**src/include/quad_pot_defines.svh**
```systemverilog
// constants of the quad potentiometer serial command block
`ifndef QUAD_POT_DEFINES_SVH
`define QUAD_POT_DEFINES_SVH
`define WORD_BITS 16
`define OP_MSB 15
`define OP_LSB 12
`define ADDR_MSB 11
`define ADDR_LSB 8
`define DATA_MSB 7
`define CODE_BITS 6
`define TAPS 64
`define CHANNELS 4
`define NV_DEPTH 16
`define CNT_BITS 5
`define CNT_FULL 5'h10
`define NV_RESET 8'h00
`define WIPER_RESET 6'h00
`define CODE_ONE 6'h01
`define CODE_MID 6'h20
`define CODE_FULL 6'h3F
`define USER_FIRST 4'h5
`endif

```
**src/include/quad_pot_pkg.sv**
```systemverilog
// types of the quad potentiometer serial command block
package quad_pot_pkg;
  typedef enum logic [3:0] {
    OP_NOP = 4'h0,
    OP_RESTORE = 4'h1,
    OP_STORE = 4'h2,
    OP_USER_WR = 4'h3,
    OP_RESTORE_ALL = 4'h8,
    OP_NV_READ = 4'h9,
    OP_WIPER_READ = 4'hA,
    OP_WIPER_WR = 4'hB,
    OP_SHIFT_UP = 4'hC,
    OP_INC = 4'hE
  } opcode_t;
  typedef enum logic [2:0] {
    ST_IDLE = 3'b001,
    ST_SHIFT = 3'b010,
    ST_EXEC = 3'b100
  } link_state_t;
  typedef logic [5:0] code_t;
endpackage

```
**src/include/tap_if.sv**
```systemverilog
// wiper code to tap switch connection between controller and decoder
`timescale 1ns/1ps
interface tap_if #(
  parameter int CODE_BITS = 6,
  parameter int TAPS = 64
);
  logic [CODE_BITS-1:0] code;
  logic [TAPS-1:0] sel;
  modport ctrl (output code, input sel);
  modport dec (input code, output sel);
endinterface

```
**src/tap_decoder.sv**
```systemverilog
// registered one-hot tap switch decoder for one wiper
`timescale 1ns/1ps
`include "quad_pot_defines.svh"
module tap_decoder #(
  parameter int TAPS = `TAPS
) (
  input wire logic clk,
  input wire logic rst_b,
  tap_if.dec bus
);
  logic [TAPS-1:0] sel_r;
  logic [TAPS-1:0] sel_nxt;

  // code zero closes the switch at the terminal-B end
  assign sel_nxt = {{(TAPS-1){1'b0}}, 1'b1} << bus.code;
  assign bus.sel = sel_r;

  always_ff @(posedge clk or negedge rst_b) begin
    if (!rst_b) begin
      sel_r <= {{(TAPS-1){1'b0}}, 1'b1};
    end else begin
      sel_r <= sel_nxt;
    end
  end
endmodule

```
**src/quad_pot_serial_commands.sv**
```systemverilog
// serial command interpreter for a quad 64-position nonvolatile potentiometer
`timescale 1ns/1ps
`include "quad_pot_defines.svh"
module quad_pot_serial_commands #(
  parameter int NV_DEPTH = `NV_DEPTH
) (
  input wire logic clk,
  input wire logic rst_b,
  input wire logic sclk,
  input wire logic cs_b,
  input wire logic sdi,
  input wire logic wp_b,
  input wire logic preset_restore_input_b,
  output logic sdo,
  output logic idle_power,
  output logic [`CHANNELS-1:0][`TAPS-1:0] tap_switch
);
  localparam int CHANNELS = `CHANNELS;

  // one step up, held at full scale
  function automatic quad_pot_pkg::code_t inc_sat(input quad_pot_pkg::code_t c);
    inc_sat = (c == `CODE_FULL) ? c : c + `CODE_ONE;
  endfunction

  // left shift that never wraps: zero goes to one, midscale and up to full
  function automatic quad_pot_pkg::code_t shift_up(input quad_pot_pkg::code_t c);
    if (c == `WIPER_RESET) begin
      shift_up = `CODE_ONE;
    end else if (c >= `CODE_MID) begin
      shift_up = `CODE_FULL;
    end else begin
      shift_up = {c[`CODE_BITS-2:0], 1'b0};
    end
  endfunction

  quad_pot_pkg::link_state_t state_r;
  quad_pot_pkg::link_state_t state_nxt;
  logic sclk_q_r;
  logic cs_q_r;
  logic pr_q_r;
  logic por_r;
  logic [`WORD_BITS-1:0] sr_r;
  logic [`WORD_BITS-1:0] sr_nxt;
  logic [`CNT_BITS-1:0] bit_cnt_r;
  logic [`CNT_BITS-1:0] bit_cnt_nxt;
  logic sdo_r;
  logic sdo_nxt;
  logic idle_r;
  logic idle_nxt;
  quad_pot_pkg::code_t wiper_code_register [CHANNELS];
  logic [7:0] nonvolatile_store [NV_DEPTH];

  logic sclk_rise;
  logic sclk_fall;
  logic cs_fall;
  logic cs_rise;
  logic pr_fall;
  logic restore_all;
  logic exec;
  quad_pot_pkg::opcode_t op;
  logic [3:0] addr;
  logic [7:0] data;
  logic is_wiper_addr;
  quad_pot_pkg::code_t addr_wiper;
  logic nv_wr_en;
  logic [7:0] nv_wr_data;
  logic read_prep;
  logic [7:0] read_byte;
  logic word_ok;

  // serial pins are synchronous to clk, so plain edge detection suffices
  assign sclk_rise = sclk & ~sclk_q_r;
  assign sclk_fall = ~sclk & sclk_q_r;
  assign cs_fall = ~cs_b & cs_q_r;
  assign cs_rise = cs_b & ~cs_q_r;
  assign pr_fall = ~preset_restore_input_b & pr_q_r;

  // instruction, address and data fields of the captured word
  assign op = quad_pot_pkg::opcode_t'(sr_r[`OP_MSB:`OP_LSB]);
  assign addr = sr_r[`ADDR_MSB:`ADDR_LSB];
  assign data = sr_r[`DATA_MSB:0];
  assign exec = (state_r == quad_pot_pkg::ST_EXEC);
  assign word_ok = (bit_cnt_r == `CNT_FULL);
  assign is_wiper_addr = (addr < 4'(CHANNELS));
  assign addr_wiper = wiper_code_register[addr[1:0]];

  // power-on and the preset strobe win over any wiper command in the same cycle
  assign restore_all = por_r | pr_fall
    | (exec & (op == quad_pot_pkg::OP_RESTORE_ALL));

  assign nv_wr_en = exec & wp_b
    & (((op == quad_pot_pkg::OP_STORE) & is_wiper_addr)
    | (op == quad_pot_pkg::OP_USER_WR));
  assign nv_wr_data = (op == quad_pot_pkg::OP_STORE) ?
    {2'b00, addr_wiper} : data;

  assign read_prep = exec
    & ((op == quad_pot_pkg::OP_NV_READ) | (op == quad_pot_pkg::OP_WIPER_READ));
  assign read_byte = (op == quad_pot_pkg::OP_NV_READ) ?
    nonvolatile_store[addr] : {2'b00, addr_wiper};

  // the command byte stays in the upper half so the next frame echoes it
  assign sr_nxt = read_prep ? {sr_r[`OP_MSB:`ADDR_LSB], read_byte}
    : (sclk_rise & ~cs_b) ? {sr_r[`WORD_BITS-2:0], sdi}
    : sr_r;

  // extra clocks beyond sixteen keep only the last sixteen bits
  assign bit_cnt_nxt = cs_fall ? '0
    : (sclk_rise & ~cs_b & ~word_ok) ? bit_cnt_r + `CNT_BITS'(1)
    : bit_cnt_r;

  // next bit goes out after each falling sclk, so the host samples on rise
  assign sdo_nxt = (cs_b | sclk_fall) ? sr_r[`WORD_BITS-1] : sdo_r;

  // restore and read commands raise power until a no-op; power-on and preset do not
  assign idle_nxt = (exec & (op == quad_pot_pkg::OP_NOP)) ? 1'b1
    : (read_prep | (exec & ((op == quad_pot_pkg::OP_RESTORE)
    | (op == quad_pot_pkg::OP_RESTORE_ALL)))) ? 1'b0
    : idle_r;

  always_comb begin
    state_nxt = state_r;
    unique case (state_r)
      quad_pot_pkg::ST_IDLE: begin
        if (cs_fall) begin
          state_nxt = quad_pot_pkg::ST_SHIFT;
        end
      end
      quad_pot_pkg::ST_SHIFT: begin
        if (cs_rise) begin
          // a short frame is dropped rather than executed
          state_nxt = word_ok ? quad_pot_pkg::ST_EXEC : quad_pot_pkg::ST_IDLE;
        end
      end
      quad_pot_pkg::ST_EXEC: begin
        state_nxt = quad_pot_pkg::ST_IDLE;
      end
      default: begin
        state_nxt = quad_pot_pkg::ST_IDLE;
      end
    endcase
  end

  always_ff @(posedge clk or negedge rst_b) begin
    if (!rst_b) begin
      state_r <= quad_pot_pkg::ST_IDLE;
      sclk_q_r <= 1'b0;
      cs_q_r <= 1'b1;
      pr_q_r <= 1'b1;
      por_r <= 1'b1;
    end else begin
      state_r <= state_nxt;
      sclk_q_r <= sclk;
      cs_q_r <= cs_b;
      pr_q_r <= preset_restore_input_b;
      por_r <= 1'b0;
    end
  end

  always_ff @(posedge clk or negedge rst_b) begin
    if (!rst_b) begin
      sr_r <= '0;
      bit_cnt_r <= '0;
      sdo_r <= 1'b0;
      idle_r <= 1'b1;
    end else begin
      sr_r <= sr_nxt;
      bit_cnt_r <= bit_cnt_nxt;
      sdo_r <= sdo_nxt;
      idle_r <= idle_nxt;
    end
  end

  // contents are modelled as flops cleared at reset; a real array keeps them
  always_ff @(posedge clk or negedge rst_b) begin
    if (!rst_b) begin
      for (int k = 0; k < NV_DEPTH; k++) begin
        nonvolatile_store[k] <= `NV_RESET;
      end
    end else if (nv_wr_en) begin
      nonvolatile_store[addr] <= nv_wr_data;
    end
  end

  for (genvar i = 0; i < CHANNELS; i++) begin : g_ch
    logic hit;
    quad_pot_pkg::code_t wiper_nxt;
    tap_if #(.CODE_BITS(`CODE_BITS), .TAPS(`TAPS)) bus ();

    assign hit = exec & (addr == 4'(i));
    assign wiper_nxt =
      (restore_all | (hit & (op == quad_pot_pkg::OP_RESTORE))) ?
        nonvolatile_store[i][`CODE_BITS-1:0]
      : (hit & (op == quad_pot_pkg::OP_WIPER_WR)) ? data[`CODE_BITS-1:0]
      : (hit & (op == quad_pot_pkg::OP_INC)) ? inc_sat(wiper_code_register[i])
      : (hit & (op == quad_pot_pkg::OP_SHIFT_UP)) ?
        shift_up(wiper_code_register[i])
      : wiper_code_register[i];

    always_ff @(posedge clk or negedge rst_b) begin
      if (!rst_b) begin
        wiper_code_register[i] <= `WIPER_RESET;
      end else begin
        wiper_code_register[i] <= wiper_nxt;
      end
    end

    assign bus.code = wiper_code_register[i];
    assign tap_switch[i] = bus.sel;

    tap_decoder #(.TAPS(`TAPS)) u_dec (
      .clk(clk),
      .rst_b(rst_b),
      .bus(bus)
    );
  end

  assign sdo = sdo_r;
  assign idle_power = idle_r;
endmodule

```
**config.mk**
```make
export PLATFORM = sky130hd
export DESIGN_NAME = quad_pot_serial_commands
export DESIGN_NICKNAME = d
export VERILOG_FILES = /design/src/include/quad_pot_pkg.sv /design/src/include/tap_if.sv /design/src/tap_decoder.sv /design/src/quad_pot_serial_commands.sv
export VERILOG_INCLUDE_DIRS = /design/src /design/src/include
export SDC_FILE = /design/constraint.sdc
export NUM_CORES = 1
export LEC_CHECK = 0
export BUFFER_PORTS_ARGS = -buffer_cell sky130_fd_sc_hd__buf_4
export CAP_MARGIN = 20
export CORE_ASPECT_RATIO = 1.4
export CORE_MARGIN = 2
export CORE_UTILIZATION = 45
export CTS_CLUSTER_DIAMETER = 100
export DETAILED_ROUTE_END_ITERATION = 8
export GPL_TIMING_DRIVEN = 1
export HOLD_SLACK_MARGIN = 0.05
export PLACE_DENSITY = 0.74
export SYNTH_ARGS = -nofsm -noshare
export SYNTH_HDL_FRONTEND = slang
export SYNTH_SLANG_ARGS = --single-unit
```
**constraint.sdc**
```tcl
create_clock -name clk -period 2.1 [get_ports clk]
set_input_delay 0.42 -clock clk [delete_from_list [all_inputs] [get_ports clk]]
set_output_delay 0.42 -clock clk [all_outputs]
set_load 0.02 [all_outputs]
```
# Word-level counts from Yosys, hierarchy flattened
# Index checks and enable logic that the tools add are counted.
[word_totals]
reg_bits = 438
inputBits = 7
out_inout_bits = 258
wordCells = 200
[op_classes]
add_sub_neg = 5
n_lt_le_gt_ge = 8
n_eq_ne = 26
n_shift = 4
muxes = 49
n_bitwise = 54
reduce_logical = 20
[ops]
columns = ["cell", "n"]
rows = [
  ["$shl A1 B6 Y64 const A", 4],
  ["$mux W6", 30],
  ["$bwmux W128", 1],
  ["$mux W8", 7],
  ["$and A1 B1 Y1", 34],
  ["$bmux W8 S4", 1],
  ["$demux W8 S4", 1],
  ["$add A6 B1 Y6 const B", 4],
  ["$eq A4 B4 Y1 const B", 6],
  ["$eq A6 B6 Y1 const B", 4],
  ["$ge A6 B6 Y1 const B", 4],
  ["$logic_not A6 Y1", 4],
  ["$eq A4 B2 Y1 const B", 4],
  ["$ne A4 B4 Y1 const B", 4],
  ["$reduce_bool A4 Y1", 4],
  ["$bmux W6 S2", 1],
  ["$reduce_and A2 Y1", 6],
  ["$or A1 B1 Y1", 11],
  ["$mux W5", 2],
  ["$mux W3", 3],
  ["$eq A4 B1 Y1 const B", 2],
  ["$logic_not A4 Y1", 2],
  ["$not A1 Y1", 7],
  ["$pmux W3 S2", 1],
  ["15 further kinds", 19],
]

# Logic depth before layout (Yosys ltp)
[depth]
word_depth = 7
mapped_depth = 9
depth_no_buf = 7

# Hierarchy
# From an unflattened synthesis, not the netlist that was laid out.
[unflattened]
hier_cells = 1599
hier_area_um2 = 18206.2
[modules_own_cells]
columns = ["module", "instances", "cells_each", "area_per_inst_um2", "seq_area_each_um2"]
rows = [
  ["quad_pot_serial_commands", 1, 963, 9948.3, 4560.6],
  ["tap_decoder", 4, 159, 2064.5, 1602.8],
]

# Least setup slack after synthesis
# OpenSTA, ideal clock, no wires.
[synth_timing]
path_type = "register to register"
start = "register state_r[1]"
end = "register nonvolatile_store[62] (netlist name)"
setup_time_ns = 0.125
t_arrival_ns = 1.873
required_time_ns = 1.975
setup_slack_ns = 0.102
stages_incl_launch_ff = 7
n_path_buf = 2
synth_period_minus_slack_ns = 1.998
cell_sequence = "dfrtp_1 or3b_4 nor4_4 buf_6 and4b_1 buf_4 mux2_2"
[synth_between]
elab_chain_cells = 3
[synth_rtl]
columns = ["element", "line", "rtl"]
rows = [
  ["start: declaration", "quad_pot_serial_commands.sv:36", "quad_pot_pkg::link_state_t state_r;"],
  ["start signal: assignment", "quad_pot_serial_commands.sv:146", "state_r <= quad_pot_pkg::ST_IDLE;"],
  ["start signal: assignment", "quad_pot_serial_commands.sv:152", "state_r <= state_nxt;"],
  ["$eq A3 B3 Y1", "quad_pot_serial_commands.sv:82", "assign exec = (state_r == quad_pot_pkg::ST_EXEC);"],
  ["$and A1 B1 Y1", "quad_pot_serial_commands.sv:91", "assign nv_wr_en = exec & wp_b"],
  ["$and A1 B1 Y1", "quad_pot_serial_commands.sv:92", "& (((op == quad_pot_pkg::OP_STORE) & is_wiper_addr)"],
  ["end signal: indexed assignment", "quad_pot_serial_commands.sv:178", "nonvolatile_store[k] <= `NV_RESET;"],
  ["end signal: indexed assignment", "quad_pot_serial_commands.sv:181", "nonvolatile_store[addr] <= nv_wr_data;"],
  ["end: declaration", "quad_pot_serial_commands.sv:51", "logic [7:0] nonvolatile_store [NV_DEPTH];"],
]
# Every way passes these cells.
# A chain may end at the register's enable or synchronous reset.

# Worst setup path in the final report
[layout_timing]
start = "register state_r[1]"
end = "register wiper_code_register (netlist bit g_ch[3].bus.code[5])"
[layout_between]
elab_chain_cells = 6
word_cells_on_any_way = 15
cone_classes = "2 x eq/ne; 3 x mux; 8 x bitwise; 2 x reduce/logical"
[layout_rtl]
columns = ["element", "line", "rtl"]
rows = [
  ["$eq A3 B3 Y1 (*)", "quad_pot_serial_commands.sv:82", ""],
  ["$and A1 B1 Y1, on equally long branches", "quad_pot_serial_commands.sv:89, quad_pot_serial_commands.sv:190", ""],
  ["$or A1 B1 Y1, or another cell as far along", "quad_pot_serial_commands.sv:89", "| (exec & (op == quad_pot_pkg::OP_RESTORE_ALL));"],
  ["$or A1 B1 Y1 / $mux W6 (equally long branches)", "quad_pot_serial_commands.sv:192, quad_pot_serial_commands.sv:195", ""],
  ["$ne A4 B4 Y1 (no line), or another cell as far along", "-", ""],
  ["$reduce_and A2 Y1 (no line) / $mux W6 (equally long branches)", "-", ""],
  ["end signal: indexed assignment", "quad_pot_serial_commands.sv:202", "wiper_code_register[i] <= `WIPER_RESET;"],
  ["end signal: indexed assignment", "quad_pot_serial_commands.sv:204", "wiper_code_register[i] <= wiper_nxt;"],
  ["end: declaration", "quad_pot_serial_commands.sv:50", "quad_pot_pkg::code_t wiper_code_register [CHANNELS];"],
]
# Every way passes the cells marked *; elsewhere a longest branch is shown, timed or not.

==> key figures <==
Clocking
  • H-tree levels: 2
  • Clock Latency Late Sink: 0.55 ns
  • CTS clk-pin slew, worst paths: 0.07 ns
  • Sink Count: 438
  • Num CTS Buffers: 40
  • CTS tree: yes
  • Root buf cell: clkbuf_16
  • CTS max path bufs: 3

Route
  • First-pass DRT Iterations: 5
  • Routed length on met3: 2.387 mm
  • DRC viols: 0
  • Routed len/inst: 19.72 µm
  • M1 WL: 18.05 mm
  • Via Count: 13850
  • DR WL met2: 26.82 mm
  • DRT antenna net count: 0
  • Max layer used: met4
  • Initial DRC Count: 1004
  • Routed Wire Length: 50.07 mm
  • Vias/cell: 5.455

Logic synthesis
  • Syn Nets: 1661
  • Synth Cell Area: 18010 µm²
  • Main flop type after synthesis: dfrtp_1
  • Post-Syn Instances: 1628
  • Flops & latches, synth: 438
  • FFs w/ async S/R, synth: 100.0%
  • Yosys warnings: 0
  • Distinct cells, synth: 72
  • Average instance area after synthesis: 11.06 µm²
  • Register area share after synthesis: 60.92%
  • Post-synth EDFFs: 0

Global route
  • Pin count of the biggest net entering global routing: 83
  • Vias in the first global route: 14220
  • Global route overflow: 0
  • Initial antenna violation count: 0
  • GRT Overall Usage: 23.65%
  • First-pass GRT wire length: 78.03 mm

Layout
  • Non-filler cells, final: 2539
  • Final nets: 2016
  • Share of cells above drive strength 1: 31.08%
  • Final core occ: 58.80%
  • Area grow syn2layout: 28.57%
  • Diodes inserted: 0

Job
  • MaxCap Viol Count: 0

Die
  • Die X: 173.1 µm
  • Initial Util: 45.73%
  • # rows: 86
  • Die Y: 240.7 µm
  • Core ar.: 39380 µm²
  • I/O Pins: 265
  • Total die area: 41660 µm²

Setup path
  • Critical Path Source Type: register
  • CP Max Fanout: 5
  • Critical path class: reg -> reg
  • Worst reg2reg path depth: 5
  • Worst EP required: 2.53 ns
  • Crit end category: register
  • WP data arrival: 2.55 ns

Power and ir drop
  • LEAKAGE: 11.39 nW
  • Worst VDD drop: 0.0005764 V
  • Power per cell area: 835.4 nW/µm²
  • Power, Total: 19.35 mW

STA
  • Final setup violation count: 5
  • Final-report max-slew violation count: 0
  • Worst Skew: 0.02114 ns
  • Final Hold Vio Count: 0
  • Min Tclk post-route: 2.120 ns
  • Worst-margin pin slew: 0.6978 ns
  • Final period util: 100.9%
  • Unrepaired setup endpoints after global routing: true
  • Maximum clock frequency: 0.4717 GHz
  • TNS Setup: -0.03834 ns
  • Worst setup margin: -0.01988 ns
  • Slew HR: 53.33%

Status
  • Status: finished with violations
  • Failing checks: setup timing

Worst hold path
  • Hold Crit Class: in -> reg
  • Cells on Worst Hold Path: 3

Placement
  • Gpl congestion: 0.9768
  • HPWL Detailed: 36.00 mm
  • Number of port buffers: 264
  • Placed Instances: 2454
[routing by layer]
layer | vias to the layer above | GRT usage, %
met4 | 0 | 13.28
met2 | 525 | 43.05
met5 | - | 0
met1 | 6955 | 26.93
li1 | 6200 | -
met3 | 171 | 3.151
[cell usage after synthesis (all sizes together), types with 7 or more instances]
cell / n / share of area (%)
mux2: 23 / 1.4
nand2b: 22 / 0.76
a21oi: 76 / 2.1
o21ai: 81 / 2.3
a211oi: 17 / 0.71
inv: 48 / 1.0
mux4: 38 / 4.8
nand4: 11 / 0.52
and2: 9 / 0.31
nor3: 13 / 0.42
o22ai: 7 / 0.24
a22oi: 8 / 0.33
nor2: 349 / 7.3
xor2: 9 / 0.44
nand3: 38 / 1.1
clkbuf: 61 / 1.3
dfstp: 9 / 1.3
nand2: 142 / 3.0
mux2i: 44 / 2.4
buf: 46 / 1.5
o31ai: 14 / 0.58
ha: 26 / 1.8
a31oi: 9 / 0.35
nor4: 9 / 0.47
dfrtp: 429 / 60
and3: 7 / 0.24
nor2b: 16 / 0.56
[power breakdown]
part	switching, mW	total [mW]	internal, mW
combinational	1.78	2.87	1.10
sequential	0.225	8.83	8.61
clock	3.20	7.64	4.44
total	5.20	19.3	14.1
[cell usage in the layout (no fill, tap or decap), types with 5 or more instances in the layout]
| master | n |
|---|---|
| dfrtp_1 | 427 |
| buf_4 | 392 |
| nor2_1 | 338 |
| nand2_1 | 141 |
| o21ai_0 | 77 |
| a21oi_1 | 70 |
| inv_1 | 48 |
| mux2i_1 | 42 |
| clkbuf_16 | 41 |
| mux4_2 | 38 |
| nand3_1 | 36 |
| ha_1 | 25 |
| nand2b_1 | 22 |
| mux2_2 | 17 |
| nor2b_1 | 15 |
| a211oi_1 | 12 |
| o31ai_1 | 12 |
| nor3_1 | 11 |
| buf_12 | 11 |
| clkbuf_8 | 10 |
| xor2_1 | 9 |
| dfstp_2 | 9 |
| buf_6 | 9 |
| and2_1 | 8 |
| a22oi_1 | 8 |
| nor2_2 | 7 |
| and3_1 | 7 |
| nand4_1 | 7 |
| a31oi_1 | 7 |
| o22ai_1 | 7 |
| or2_2 | 6 |
| mux2_4 | 6 |
| a21oi_2 | 6 |
| nor4_1 | 5 |
| a211oi_2 | 5 |
| clkinv_2 | 5 |
[logic make-up after synthesis]
group / synth area share (%)
and+or+nand+nor: 16.56
buffers and inverters: 3.738
other: 0.02082
muxes: 8.636
AOI/OAI and AO/OA: 7.788
adders and majority gates: 1.806
xor gates and xnor gates: 0.5350
DFF: 60.92
[repair_timing]
action	4_1_cts	5_1_grt
setup buffers	1	9
hold buffers	4	0
endpoints found under the setup margin	43	105
cloned	0	1
endpoints found under the hold margin	40	0
pin swaps	2	6
gates resized for setup	17	57
[area by class of cell]
type	count	area, µm²
well taps	528	660.6
clock inverters	17	219.0
clock buffers	53	1171
inverters	48	180.2
repair buffers	420	3354
flip-flops and latches	438	10970
fillers	3152	16230
multi-input cells	1035	6596
[worst max-delay path: stages, from the launching register on]
cell	delay (ns)
dfrtp_2	0.44
nor3b_4	0.34
nand3_1	0.30
or4_1	0.62
a31oi_1	0.20
o31ai_1	0.11
[sequential cells by signal, summed over array words and instances (netlist names)]
signal	flops
state_r	3
idle_power	1
nonvolatile_store	128
sr_r	16
pr_q_r	1
cs_q_r	1
bit_cnt_r	5
por_r	1
g_ch.u_dec.bus.sel	256
sclk_q_r	1
g_ch.bus.code	24
sdo	1
[path summary, 6_finish.rpt]
| kind | from | endpoint | slack (ns) |
|---|---|---|---|
| hold / removal | sdi | sr_r[0] | 0.25 |
| setup / recovery | state_r[1] | g_ch[3].bus.code[5] | -0.02 |
| max in group asynchronous | rst_b | g_ch[3].u_dec.bus.sel[57] | 0.97 |
| hold reg to reg | nonvolatile_store[23] | nonvolatile_store[23] | 0.47 |
| min in group asynchronous | rst_b | nonvolatile_store[111] | 0.34 |
| setup reg to reg | state_r[1] | g_ch[3].bus.code[5] | -0.02 |
[through the flow]
stage	setup slack, ns	hold WS (ns)	area, µm²
after global placement	-0.08165	0.3262	21350
final	-0.01988	0.2478	23160
after floorplan	0.1020	0.1244	18010
after CTS	-0.009331	0.2239	22850
after detailed placement	-0.1790	0.3258	21350
after global routing	-0.08501	0.2212	23160
No activity file was read; power rests on OpenSTA's default activity.
